[config.mk]
export PLATFORM = sky130hd
export DESIGN_NAME = tat_tracker
export DESIGN_NICKNAME = d
export VERILOG_FILES = /design/src/core/tat_sync.v /design/src/core/tat_compare.v /design/src/core/tat_tracker.v
export VERILOG_INCLUDE_DIRS = /design/src /design/src/inc
export SDC_FILE = /design/constraint.sdc
export NUM_CORES = 1
export LEC_CHECK = 0
export BUFFER_PORTS_ARGS = -buffer_cell sky130_fd_sc_hd__buf_2
export CORE_MARGIN = 2
export CORE_UTILIZATION = 40
export DETAILED_ROUTE_END_ITERATION = 12
export MAX_ROUTING_LAYER = met4
export PLACE_DENSITY = 0.62
export SKIP_LAST_GASP = 1
export SLEW_MARGIN = 20
export SYNTH_ARGS = -nofsm -noshare
export SYNTH_HDL_FRONTEND = slang
export SYNTH_SLANG_ARGS = --single-unit
export TNS_END_PERCENT = 100
[constraint.sdc]
create_clock -name CLK_SYS -period 3.11 [get_ports CLK_SYS]
set_clock_uncertainty 0.1 [all_clocks]
set_input_delay 0.311 -clock CLK_SYS [delete_from_list [all_inputs] [get_ports CLK_SYS]]
set_output_delay 0.311 -clock CLK_SYS [all_outputs]
set_load 0.01 [all_outputs]
[src/inc/tat_defs.vh]
`ifndef TAT_DEFS_VH
`define TAT_DEFS_VH
// register byte addresses
`define TAT_ADDR_CONTROL 16'h11D4
`define TAT_ADDR_STATUS 16'h11D8
`define TAT_ADDR_ALARM 16'h11DC
`define TAT_ADDR_IRQ_STAT 16'h11F0
`define TAT_ADDR_IRQ_MASK 16'h11F4
// field positions
`define TAT_TEMP_LSB 0
`define TAT_LOW_LSB 8
`define TAT_HIGH_LSB 16
`define TAT_FLAG_LSB 24
`define TAT_UPD_BIT 31
`define TAT_SENSOR_POWER_OFF_BIT 31
// reset values and write masks
`define TAT_LOW_RST 8'hFF
`define TAT_HIGH_RST 8'h00
`define TAT_CTL_RST 32'h80000000
`define TAT_CTL_MASK 32'hBFFFFFFF
`define TAT_ALARM_MASK 32'hBFFFFF00
// interrupt status bits
`define TAT_IRQ_SAMPLE 0
`define TAT_IRQ_THERM 1
`define TAT_IRQ_W 2
`endif

[src/core/tat_sync.v]
`timescale 1ns/1ps
// two-stage synchroniser for a level from outside the clock domain
module tat_sync #(
   parameter W = 1
) (
   input wire clk, // clock
   input wire rst, // synchronous reset
   input wire [W-1:0] din, // asynchronous input
   output reg [W-1:0] dout // synchronised output
);
   reg [W-1:0] stage1;

   always @(posedge clk)
   begin
      if (rst)
      begin
         stage1 <= {W{1'b0}};
         dout <= {W{1'b0}};
      end
      else
      begin
         stage1 <= din;
         dout <= stage1;
      end
   end
endmodule

[src/core/tat_compare.v]
`timescale 1ns/1ps
// compares one sample against one limit
module tat_compare (
   input wire [7:0] sample, // current reading
   input wire [7:0] limit, // threshold
   output wire below, // sample below limit
   output wire above // sample above limit
);
   assign below = (sample < limit);
   assign above = (sample > limit);
endmodule

[src/core/tat_tracker.v]
// Overview of operation
// - current reading in status bits 7:0
// - status mirrors alarm fields
// - alarm 15:8 lowest reading, resets FF
// - alarm 23:16 highest reading, resets 0
// - writes load lowest and highest fields
// - bits 24/25 below/above low limit
// - bits 26/27 below/above mid limit
// - bits 28/29 below/above high limit
// - threshold flags clear on alarm read
// - writes force threshold flags to value
// - bit 31 set on each new sample
// - limits from control bits 7:0,15:8,23:16
// - enabled set flag raises thermal interrupt
// - power-off bit zeroes reading, reset set
//
// Our own choice: strobed register access.
`timescale 1ns/1ps
`include "tat_defs.vh"
module tat_tracker (
   input wire CLK_SYS, // 25 MHz clock
   input wire RST, // synchronous reset, active high
   input wire [15:0] ADDR, // register byte address
   input wire [31:0] WDATA, // write data
   input wire WR, // write strobe
   input wire RD, // read strobe
   output reg [31:0] RDATA, // read data, cycle after RD
   input wire [7:0] SENSOR_DATA, // raw reading from sensor
   input wire SENSOR_TOGGLE, // toggles once per new sample
   output reg SENSOR_POWER_OFF, // powers down analog sensor
   output reg THERMAL_IRQ_FLAG, // to bridge and ntb status
   output reg IRQ // level interrupt
);
   ////////////////////////////////////////////////////////////////////////
   reg [31:0] thermal_control;
   reg [7:0] current_reading;
   reg [7:0] lowest_reading;
   reg [7:0] highest_reading;
   reg [5:0] flags;
   reg updated;
   reg [`TAT_IRQ_W-1:0] irq_status;
   reg [`TAT_IRQ_W-1:0] irq_mask;
   reg toggle_d;
   wire [7:0] sensor_sync;
   wire toggle_sync;
   wire [7:0] low_limit;
   wire [7:0] mid_limit;
   wire [7:0] high_limit;
   wire [5:0] hit;
   wire sample_event;
   wire [7:0] sample;
   wire sensor_power_off;
   wire [31:0] thermal_alarm;
   wire [31:0] thermal_status;
   reg [5:0] next_flags;
   reg [7:0] next_lowest;
   reg [7:0] next_highest;
   reg next_updated;
   reg [`TAT_IRQ_W-1:0] next_irq_status;
   reg [31:0] next_rdata;
   wire wr_ctl;
   wire wr_alarm;
   wire rd_alarm;
   wire rd_irq;
   wire therm_req;

   ////////////////////////////////////////////////////////////////////////
   // sensor inputs come from the analog domain
   tat_sync #(.W(8)) u_sync_data (
      .clk(CLK_SYS),
      .rst(RST),
      .din(SENSOR_DATA),
      .dout(sensor_sync)
   );

   tat_sync #(.W(1)) u_sync_tog (
      .clk(CLK_SYS),
      .rst(RST),
      .din(SENSOR_TOGGLE),
      .dout(toggle_sync)
   );

   always @(posedge CLK_SYS)
   begin
      if (RST)
         toggle_d <= 1'b0;
      else
         toggle_d <= toggle_sync;
   end

   assign sensor_power_off = thermal_control[`TAT_SENSOR_POWER_OFF_BIT];
   // while powered off no samples are taken
   assign sample_event = (toggle_sync ^ toggle_d) & ~sensor_power_off;
   assign sample = sensor_sync;

   ////////////////////////////////////////////////////////////////////////
   assign low_limit = thermal_control[7:0];
   assign mid_limit = thermal_control[15:8];
   assign high_limit = thermal_control[23:16];

   tat_compare u_cmp_low (
      .sample(sample),
      .limit(low_limit),
      .below(hit[0]),
      .above(hit[1])
   );

   tat_compare u_cmp_mid (
      .sample(sample),
      .limit(mid_limit),
      .below(hit[2]),
      .above(hit[3])
   );

   tat_compare u_cmp_high (
      .sample(sample),
      .limit(high_limit),
      .below(hit[4]),
      .above(hit[5])
   );

   ////////////////////////////////////////////////////////////////////////
   // address decode
   assign wr_ctl = WR && (ADDR == `TAT_ADDR_CONTROL);
   assign wr_alarm = WR && (ADDR == `TAT_ADDR_ALARM);
   assign rd_alarm = RD && (ADDR == `TAT_ADDR_ALARM);
   assign rd_irq = RD && (ADDR == `TAT_ADDR_IRQ_STAT);

   assign thermal_alarm = {updated, 1'b0, flags, highest_reading,
                           lowest_reading, 8'h00};
   // status mirrors the alarm fields live
   assign thermal_status = {thermal_alarm[31:8], current_reading};

   ////////////////////////////////////////////////////////////////////////
   // alarm next state: write applies first, then a new sample on top,
   // so a sample landing with a write or read is never lost
   always @*
   begin
      next_flags = flags;
      next_lowest = lowest_reading;
      next_highest = highest_reading;
      next_updated = updated;
      if (rd_alarm)
      begin
         next_flags = 6'h00;
         next_updated = 1'b0;
      end
      if (wr_alarm)
      begin
         next_lowest = WDATA[15:8];
         next_highest = WDATA[23:16];
         next_flags = WDATA[29:24];
         next_updated = updated & ~WDATA[`TAT_UPD_BIT];
      end
      if (sample_event)
      begin
         next_flags = next_flags | hit;
         next_updated = 1'b1;
         if (sample < next_lowest)
            next_lowest = sample;
         if (sample > next_highest)
            next_highest = sample;
      end
   end

   always @(posedge CLK_SYS)
   begin
      if (RST)
      begin
         lowest_reading <= `TAT_LOW_RST;
         highest_reading <= `TAT_HIGH_RST;
         flags <= 6'h00;
         updated <= 1'b0;
         current_reading <= 8'h00;
      end
      else
      begin
         lowest_reading <= next_lowest;
         highest_reading <= next_highest;
         flags <= next_flags;
         updated <= next_updated;
         if (sensor_power_off)
            current_reading <= 8'h00;
         else if (sample_event)
            current_reading <= sample;
      end
   end

   ////////////////////////////////////////////////////////////////////////
   // control register
   always @(posedge CLK_SYS)
   begin
      if (RST)
         thermal_control <= `TAT_CTL_RST;
      else if (wr_ctl)
         thermal_control <= WDATA & `TAT_CTL_MASK;
   end

   assign therm_req = |(flags & thermal_control[29:24]);

   ////////////////////////////////////////////////////////////////////////
   // local interrupt: sticky status cleared by read, set wins
   always @*
   begin
      next_irq_status = irq_status;
      if (rd_irq)
         next_irq_status = {`TAT_IRQ_W{1'b0}};
      if (sample_event)
         next_irq_status[`TAT_IRQ_SAMPLE] = 1'b1;
      if (therm_req)
         next_irq_status[`TAT_IRQ_THERM] = 1'b1;
   end

   always @(posedge CLK_SYS)
   begin
      if (RST)
      begin
         irq_status <= {`TAT_IRQ_W{1'b0}};
         irq_mask <= {`TAT_IRQ_W{1'b0}};
      end
      else
      begin
         irq_status <= next_irq_status;
         if (WR && (ADDR == `TAT_ADDR_IRQ_MASK))
            irq_mask <= WDATA[`TAT_IRQ_W-1:0];
      end
   end

   ////////////////////////////////////////////////////////////////////////
   // read mux
   always @*
   begin
      next_rdata = 32'h00000000;
      if (ADDR == `TAT_ADDR_CONTROL)
         next_rdata = thermal_control;
      else if (ADDR == `TAT_ADDR_STATUS)
         next_rdata = thermal_status;
      else if (ADDR == `TAT_ADDR_ALARM)
         next_rdata = thermal_alarm;
      else if (ADDR == `TAT_ADDR_IRQ_STAT)
         next_rdata = {30'h00000000, irq_status};
      else if (ADDR == `TAT_ADDR_IRQ_MASK)
         next_rdata = {30'h00000000, irq_mask};
   end

   always @(posedge CLK_SYS)
   begin
      if (RST)
      begin
         RDATA <= 32'h00000000;
         SENSOR_POWER_OFF <= 1'b1;
         THERMAL_IRQ_FLAG <= 1'b0;
         IRQ <= 1'b0;
      end
      else
      begin
         RDATA <= RD ? next_rdata : 32'h00000000;
         SENSOR_POWER_OFF <= sensor_power_off;
         THERMAL_IRQ_FLAG <= therm_req;
         IRQ <= |(next_irq_status & irq_mask);
      end
   end
endmodule

# ---- Yosys cells after proc, flatten, opt, wreduce, memory -nomap -nowiden
# Index checks and enable logic that the tools add are counted.
dict set report classes {
  mux 20
  order_cmp 8
  shift 0
  reduce_logical 11
  n_addsub 0
  multipliers 0
  div_mod_pow 0
  n_eq_ne 5
  bitwise_logic 9
}
# operator count
set op_table {}
lappend op_table {{2-to-1 mux 32 bit} 3}
lappend op_table {{== test 16 x 13 -> 1 bit, second input constant} 5}
lappend op_table {{2-to-1 mux 8 bit} 6}
lappend op_table {{> comparator 8 bit} 4}
lappend op_table {{< comparator 8 bit} 4}
lappend op_table {{2-to-1 mux 6 bit} 3}
lappend op_table {{OR reduction 6 bit} 2}
lappend op_table {{bitwise AND 6 bit} 1}
lappend op_table {{2-to-1 mux 2 bit} 3}
lappend op_table {{bitwise OR 6 bit} 1}
lappend op_table {{OR reduction 2 bit} 3}
lappend op_table {{logical AND 1 bit} 5}
lappend op_table {{2-to-1 mux 1 bit} 5}
lappend op_table {{inverter 1 bit} 3}
lappend op_table {{nonzero test 3 bit} 1}
lappend op_table {{bitwise AND 1 bit} 2}
lappend op_table {{bitwise AND 2 bit} 1}
lappend op_table {{bitwise XOR 1 bit} 1}
dict set report word_totals {
  ramBits 0
  inputBits 61
  memories 0
  register_bits 120
  word_cells 71
  mem_bits_ro 0
  output_inout_bits 35
  latch_bits 0
}

# ---- Logic depth before layout (Yosys ltp)
dict set report depth {
  ltp_word 6
  mapped_depth 13
  ltp_nobuf 10
}

# ---- Cells and area by module
# A second synthesis with hierarchy kept.
dict set report hier_totals {
  cells_unflattened 602
  hier_area_um2 5391.4
}
# module area_each_um2 cells_per_inst instances seq_area_each_um2
set by_module_without_submodules {}
lappend by_module_without_submodules {tat_tracker 4240.3 478 1 2021.9}
lappend by_module_without_submodules {tat_compare 211.5 29 3 0.0}
lappend by_module_without_submodules {{tat_sync at u_sync_data} 464.2 33 1 320.3}
lappend by_module_without_submodules {{tat_sync at u_sync_tog} 52.6 4 1 40.0}

# ---- Least setup slack after synthesis
# No wires, ideal clock.
dict set report synth_timing {
  path_kind {input-to-reg}
  from {in ADDR[9]}
  to {reg lowest_reading[1]}
  n_path_buf 1
  setup_time_ns 0.128
  t_arrival_ns 2.912
  path_stages 11
  required_time_ns 2.882
  slack_ns -0.029
  cell_sequence {nor4bb_1 nand4_1 buf_2 nor3_1 a21oi_1 ha_1 a211oi_2 o211ai_4 a2111oi_4 nand2_4 mux2i_1}
}
dict set report synth_between {
  elab_chain_len 6
}
# element line_no
set synth_rtl {}
lappend synth_rtl {{start: declaration} tat_tracker.v:23} ;# input wire [15:0] ADDR,
lappend synth_rtl {{== test 16 x 13 -> 1 bit (no source line) (*)} --}
lappend synth_rtl {{logical AND 1 bit (*)} tat_tracker.v:125} ;# assign wr_alarm = WR && (ADDR == `TAT_ADDR_ALARM);
lappend synth_rtl {{2-to-1 mux 8 bit (*)} tat_tracker.v:148} ;# if (wr_alarm)
lappend synth_rtl {{< comparator 8 bit} tat_tracker.v:159} ;# if (sample < next_lowest)
lappend synth_rtl {{2-to-1 mux 8 bit} tat_tracker.v:159}
lappend synth_rtl {{2-to-1 mux 8 bit (*)} tat_tracker.v:155} ;# if (sample_event)
lappend synth_rtl {{end signal: assignment} tat_tracker.v:170} ;# lowest_reading <= `TAT_LOW_RST;
lappend synth_rtl {{end signal: assignment} tat_tracker.v:178} ;# lowest_reading <= next_lowest;
lappend synth_rtl {{end: declaration} tat_tracker.v:37} ;# reg [7:0] lowest_reading;
# Mark *: on every way between the ends. The rest lies on a longest branch, timed or not.
# A chain may end at the register's enable or synchronous reset.

# ---- Final worst setup path
dict set report layout_timing {
  from {in ADDR[9]}
  to {reg lowest_reading[2]}
}
# Same word-level chain as after synthesis.

==> results.py <==
metrics = {
    "worst_setup_path": {
        "worst-path-stages": 12,
        "crit_path_start_kind": "input port",
        "path_max_fanout": 7,
        "required_ps": 3290,
        "cp.arrival_ps": 2950,
        "crit_type": "in -> reg",
        "crit_family": "simple AND/OR/NAND/NOR gates",
        "slowest_delay_ps": 430,
        "r2r_start": "lowest_reading[2]",
        "cpMaxStageDelayCell": "a2111oi_4",
        "reg2reg_depth": 8,
        "path_buf_inv": 2,
        "endpoint_kind": "flop",
        "r2r-end": "lowest_reading[2]",
        "r2r_setup_slack_ps": 700,
        "crit_chain": "buf_2 -> nor4bb_1 -> nand4_1 -> nor3_2 -> buf_4 -> a21oi_1 -> ha_1 -> a211oi_1 -> nor2_1 -> a2111oi_4 -> nand2_4 -> mux2i_1",
    },
    "yosys": {
        "synth_edf_count": 0,
        "synth_area_leaders": "dfxtp_1 (43%), ha_1 (8.9%), a21oi_1 (6.2%)",
        "ys_warn_count": 0,
        "synthArstFlopShare_pct": 0,
        "postSynthAreaPerCell_um2": 8.98,
        "netlist_instances": 610,
        "synthFlopType": "dfxtp_1",
        "yosysSeqAreaShare_pct": 43.5,
        "syn_area_um2": 5480,
        "ys_ff_latch": 119,
        "syn_nets": 710,
        "synth_cell_type_count": 61,
        "yosys.area.top_type": "dfxtp_1",
        "synth_top_area_share_pct": 43.5,
    },
    "power": {
        "vdd_drop_max_v": 0.000363,
        "clockPowerShare_pct": 52.4,
        "power.density_nw_per_um2": 540,
        "internal_power_uw": 2880,
        "power_switching_uw": 800,
        "p_leak_uw": 0.00284,
        "swShare_pct": 21.7,
        "pwr-share-seq_pct": 42.2,
        "p_comb_share_pct": 5.4,
    },
    "global_route": {
        "grt.overflow.total": 0,
        "grt_pass1_wl_um": 23700,
        "grtUsageTotal_pct": 21.6,
        "grt_max_degree": 67,
        "grt_pass1_vias": 4683,
        "antenna_found_initial": 0,
    },
    "detailed_routing": {
        "viasPerCell": 5.43,
        "wirelength_um": 15000,
        "antenna_left": 0,
        "drt-wirelength-per-cell_um": 16.6,
        "drt-initial-drc-count": 427,
        "firstDrtPassIters": 5,
        "drc": 0,
        "num_vias": 4892,
    },
    "timing": {
        "whs_ps": 6.20,
        "fin_crit_sh_pct": 89.0,
        "report.final.slew_viol_count": 0,
        "max_freq_mhz": 361,
        "slew-limit-headroom_pct": 50.8,
        "period_needed_ps": 2770,
        "final.setup.tns_ps": 0,
        "tightest_slew_ps": 738,
        "setup_viol": 0,
        "rsz0062_at_grt": "false",
        "hold_viol": 0,
    },
    "finish": {
        "area_growth_pct": 24.4,
        "antennaDiodeCount": 0,
        "layout-drive-gt1-share_pct": 21.7,
        "n_fill_cell": 1232,
        "nNetsFinal": 812,
        "layout.cells.non_filler": 901,
    },
    "run_status": {
        "status": "completed",
    },
    "floorplanning": {
        "coreArea_um2": 13300,
        "start_util_pct": 41.2,
        "die-area_um2": 14600,
        "boundaryPins": 96,
        "chipHeight_um": 121,
        "rows": 42,
        "die_x_um": 121,
    },
    "clock_tree": {
        "post_cts_buffers": 0,
        "clk_latency_ps": 420,
        "htree_levels": 4,
        "clkTransAtPathRegs_ps": 50,
        "cts_max_path_buffers": 2,
        "cts_tree": "yes",
        "post_cts_resized": 0,
        "hold_buffers": 6,
        "cts_root_buf": "clkbuf_16",
        "cts_buffers": 17,
        "clock_sinks": 119,
    },
    "worst_hold_path": {
        "whs_path_depth": 2,
        "min_to": "u_sync_data.stage1[2]",
        "worstHoldStart": "SENSOR_DATA[2]",
        "hp-class": "in -> reg",
    },
    "placed_design": {
        "dpl.cell_count": 863,
        "gp_congestion": 0.858,
        "hpwl_um": 10700,
        "port_buffers": 93,
    },
    "run": {
        "cap_violations": 0,
    },
}
[per-stage QoR]
stage | utilization (%) | power, uW | instance area, um^2 | worst slack [ps]
6_report | 51.2 | 3680 | 6810 | 341
5_1_grt | 51.2 | 3810 | 6810 | 133
4_1_cts | 51.2 | 3700 | 6810 | 365
3_5_place_dp | 46.4 | 1780 | 6170 | -62.3
3_3_place_gp | 46.4 | 1770 | 6170 | -31.3
2_1_floorplan | - | 1690 | 5480 | 149
[worst max-delay path by stage]
stage                        end     from
2_1_floorplan  lowest_reading[1]  ADDR[9]
3_3_place_gp   lowest_reading[5]  ADDR[9]
3_5_place_dp   lowest_reading[5]  ADDR[9]
4_1_cts        lowest_reading[2]  ADDR[9]
5_1_grt        lowest_reading[2]  ADDR[9]
6_report       lowest_reading[2]  ADDR[9]
[logic make-up (layout without fill, tap and decap cells)]
| logic type | Yosys count | after routing | share of synthesized area [%] |
|---|---|---|---|
| DFF | 119 | 119 | 43.5 |
| xor gates and xnor gates | 1 | 1 | 0.160 |
| adders and majority gates | 39 | 39 | 8.91 |
| other | 1 | 1 | 0.0685 |
| AOI/OAI and AO/OA | 166 | 166 | 20.8 |
| buffers and inverters | 65 | 180 | 5.21 |
| muxes | 19 | 19 | 3.49 |
| and+or+nand+nor | 200 | 200 | 17.9 |
[synth_stat cells (2+ instances only)]
cell type,count
o211ai_1,4
nor3b_1,2
nand2_1,84
buf_2,12
nor4b_2,2
nor2b_1,24
clkbuf_1,22
buf_6,2
dfxtp_1,119
buf_4,3
a311oi_1,8
nor2_1,48
nor3_1,4
mux2i_1,18
a22oi_1,33
a221o_1,5
nand2_4,2
o31ai_1,8
o31a_1,2
nand4_1,8
and3_1,3
ha_1,39
nand3_1,6
nand3b_1,2
nor4_1,2
and3b_1,2
inv_1,26
a21boi_0,4
a21oi_1,68
a21o_1,9
a21boi_1,3
o21ai_0,5
o41ai_1,2
a211oi_1,2
[layout make-up]
class                           instances  area (um^2)  area share (%)
Clock buffer                           24          492            7.22
Sequential cell                       119         2380            35.0
Tap cell                              176          220            3.23
Inverter                               26         97.6            1.43
Multi-Input combinational cell        426         2820            41.3
Clock inverter                          8         95.1            1.40
Timing Repair Buffer                  122          711            10.4
[layout by cell type (no fill, tap or decap), drive strengths merged, types with 6 or more instances in the layout]
cell type	synthesis	routed
a21boi	7	7
a21o	9	9
a21oi	68	68
a22oi	33	33
a311oi	8	8
buf	17	116
clkbuf	22	24
dfxtp	119	119
dlygate4sd3	0	6
ha	39	39
inv	26	26
mux2i	18	18
nand2	86	86
nand3	6	6
nand4	8	8
nor2	48	48
nor2b	24	24
o31ai	8	8
[per-layer routing]
layer / global-route usage, % / routed length (um) / vias to the layer above
li1: - / - / 2377
met5: - / 0 / -
met1: 28.7 / 7010 / 2323
met3: 5.31 / 943 / 20
met4: 7.78 / 217 / 0
met2: 32.2 / 6810 / 172
[flip-flops by register name, summed over array words and instances (netlist names)]
register	count
u_sync_data.stage1	8
updated	1
thermal_control	31
lowest_reading	8
u_sync_data.dout	8
IRQ	1
u_sync_tog.stage1	1
irq_status	2
current_reading	8
THERMAL_IRQ_FLAG	1
RDATA	31
flags	6
u_sync_tog.dout	1
irq_mask	2
toggle_d	1
highest_reading	8
SENSOR_POWER_OFF	1
[power by group through the flow]
stage	logic [uW]	registers, uW	clock network (uW)
2_1_floorplan	110	1580	0
3_3_place_gp	184	1590	0
3_5_place_dp	189	1590	0
4_1_cts	196	1550	1950
5_1_grt	219	1550	2030
6_report	198	1550	1930
Note: power is estimated with default switching activity, not from simulation.
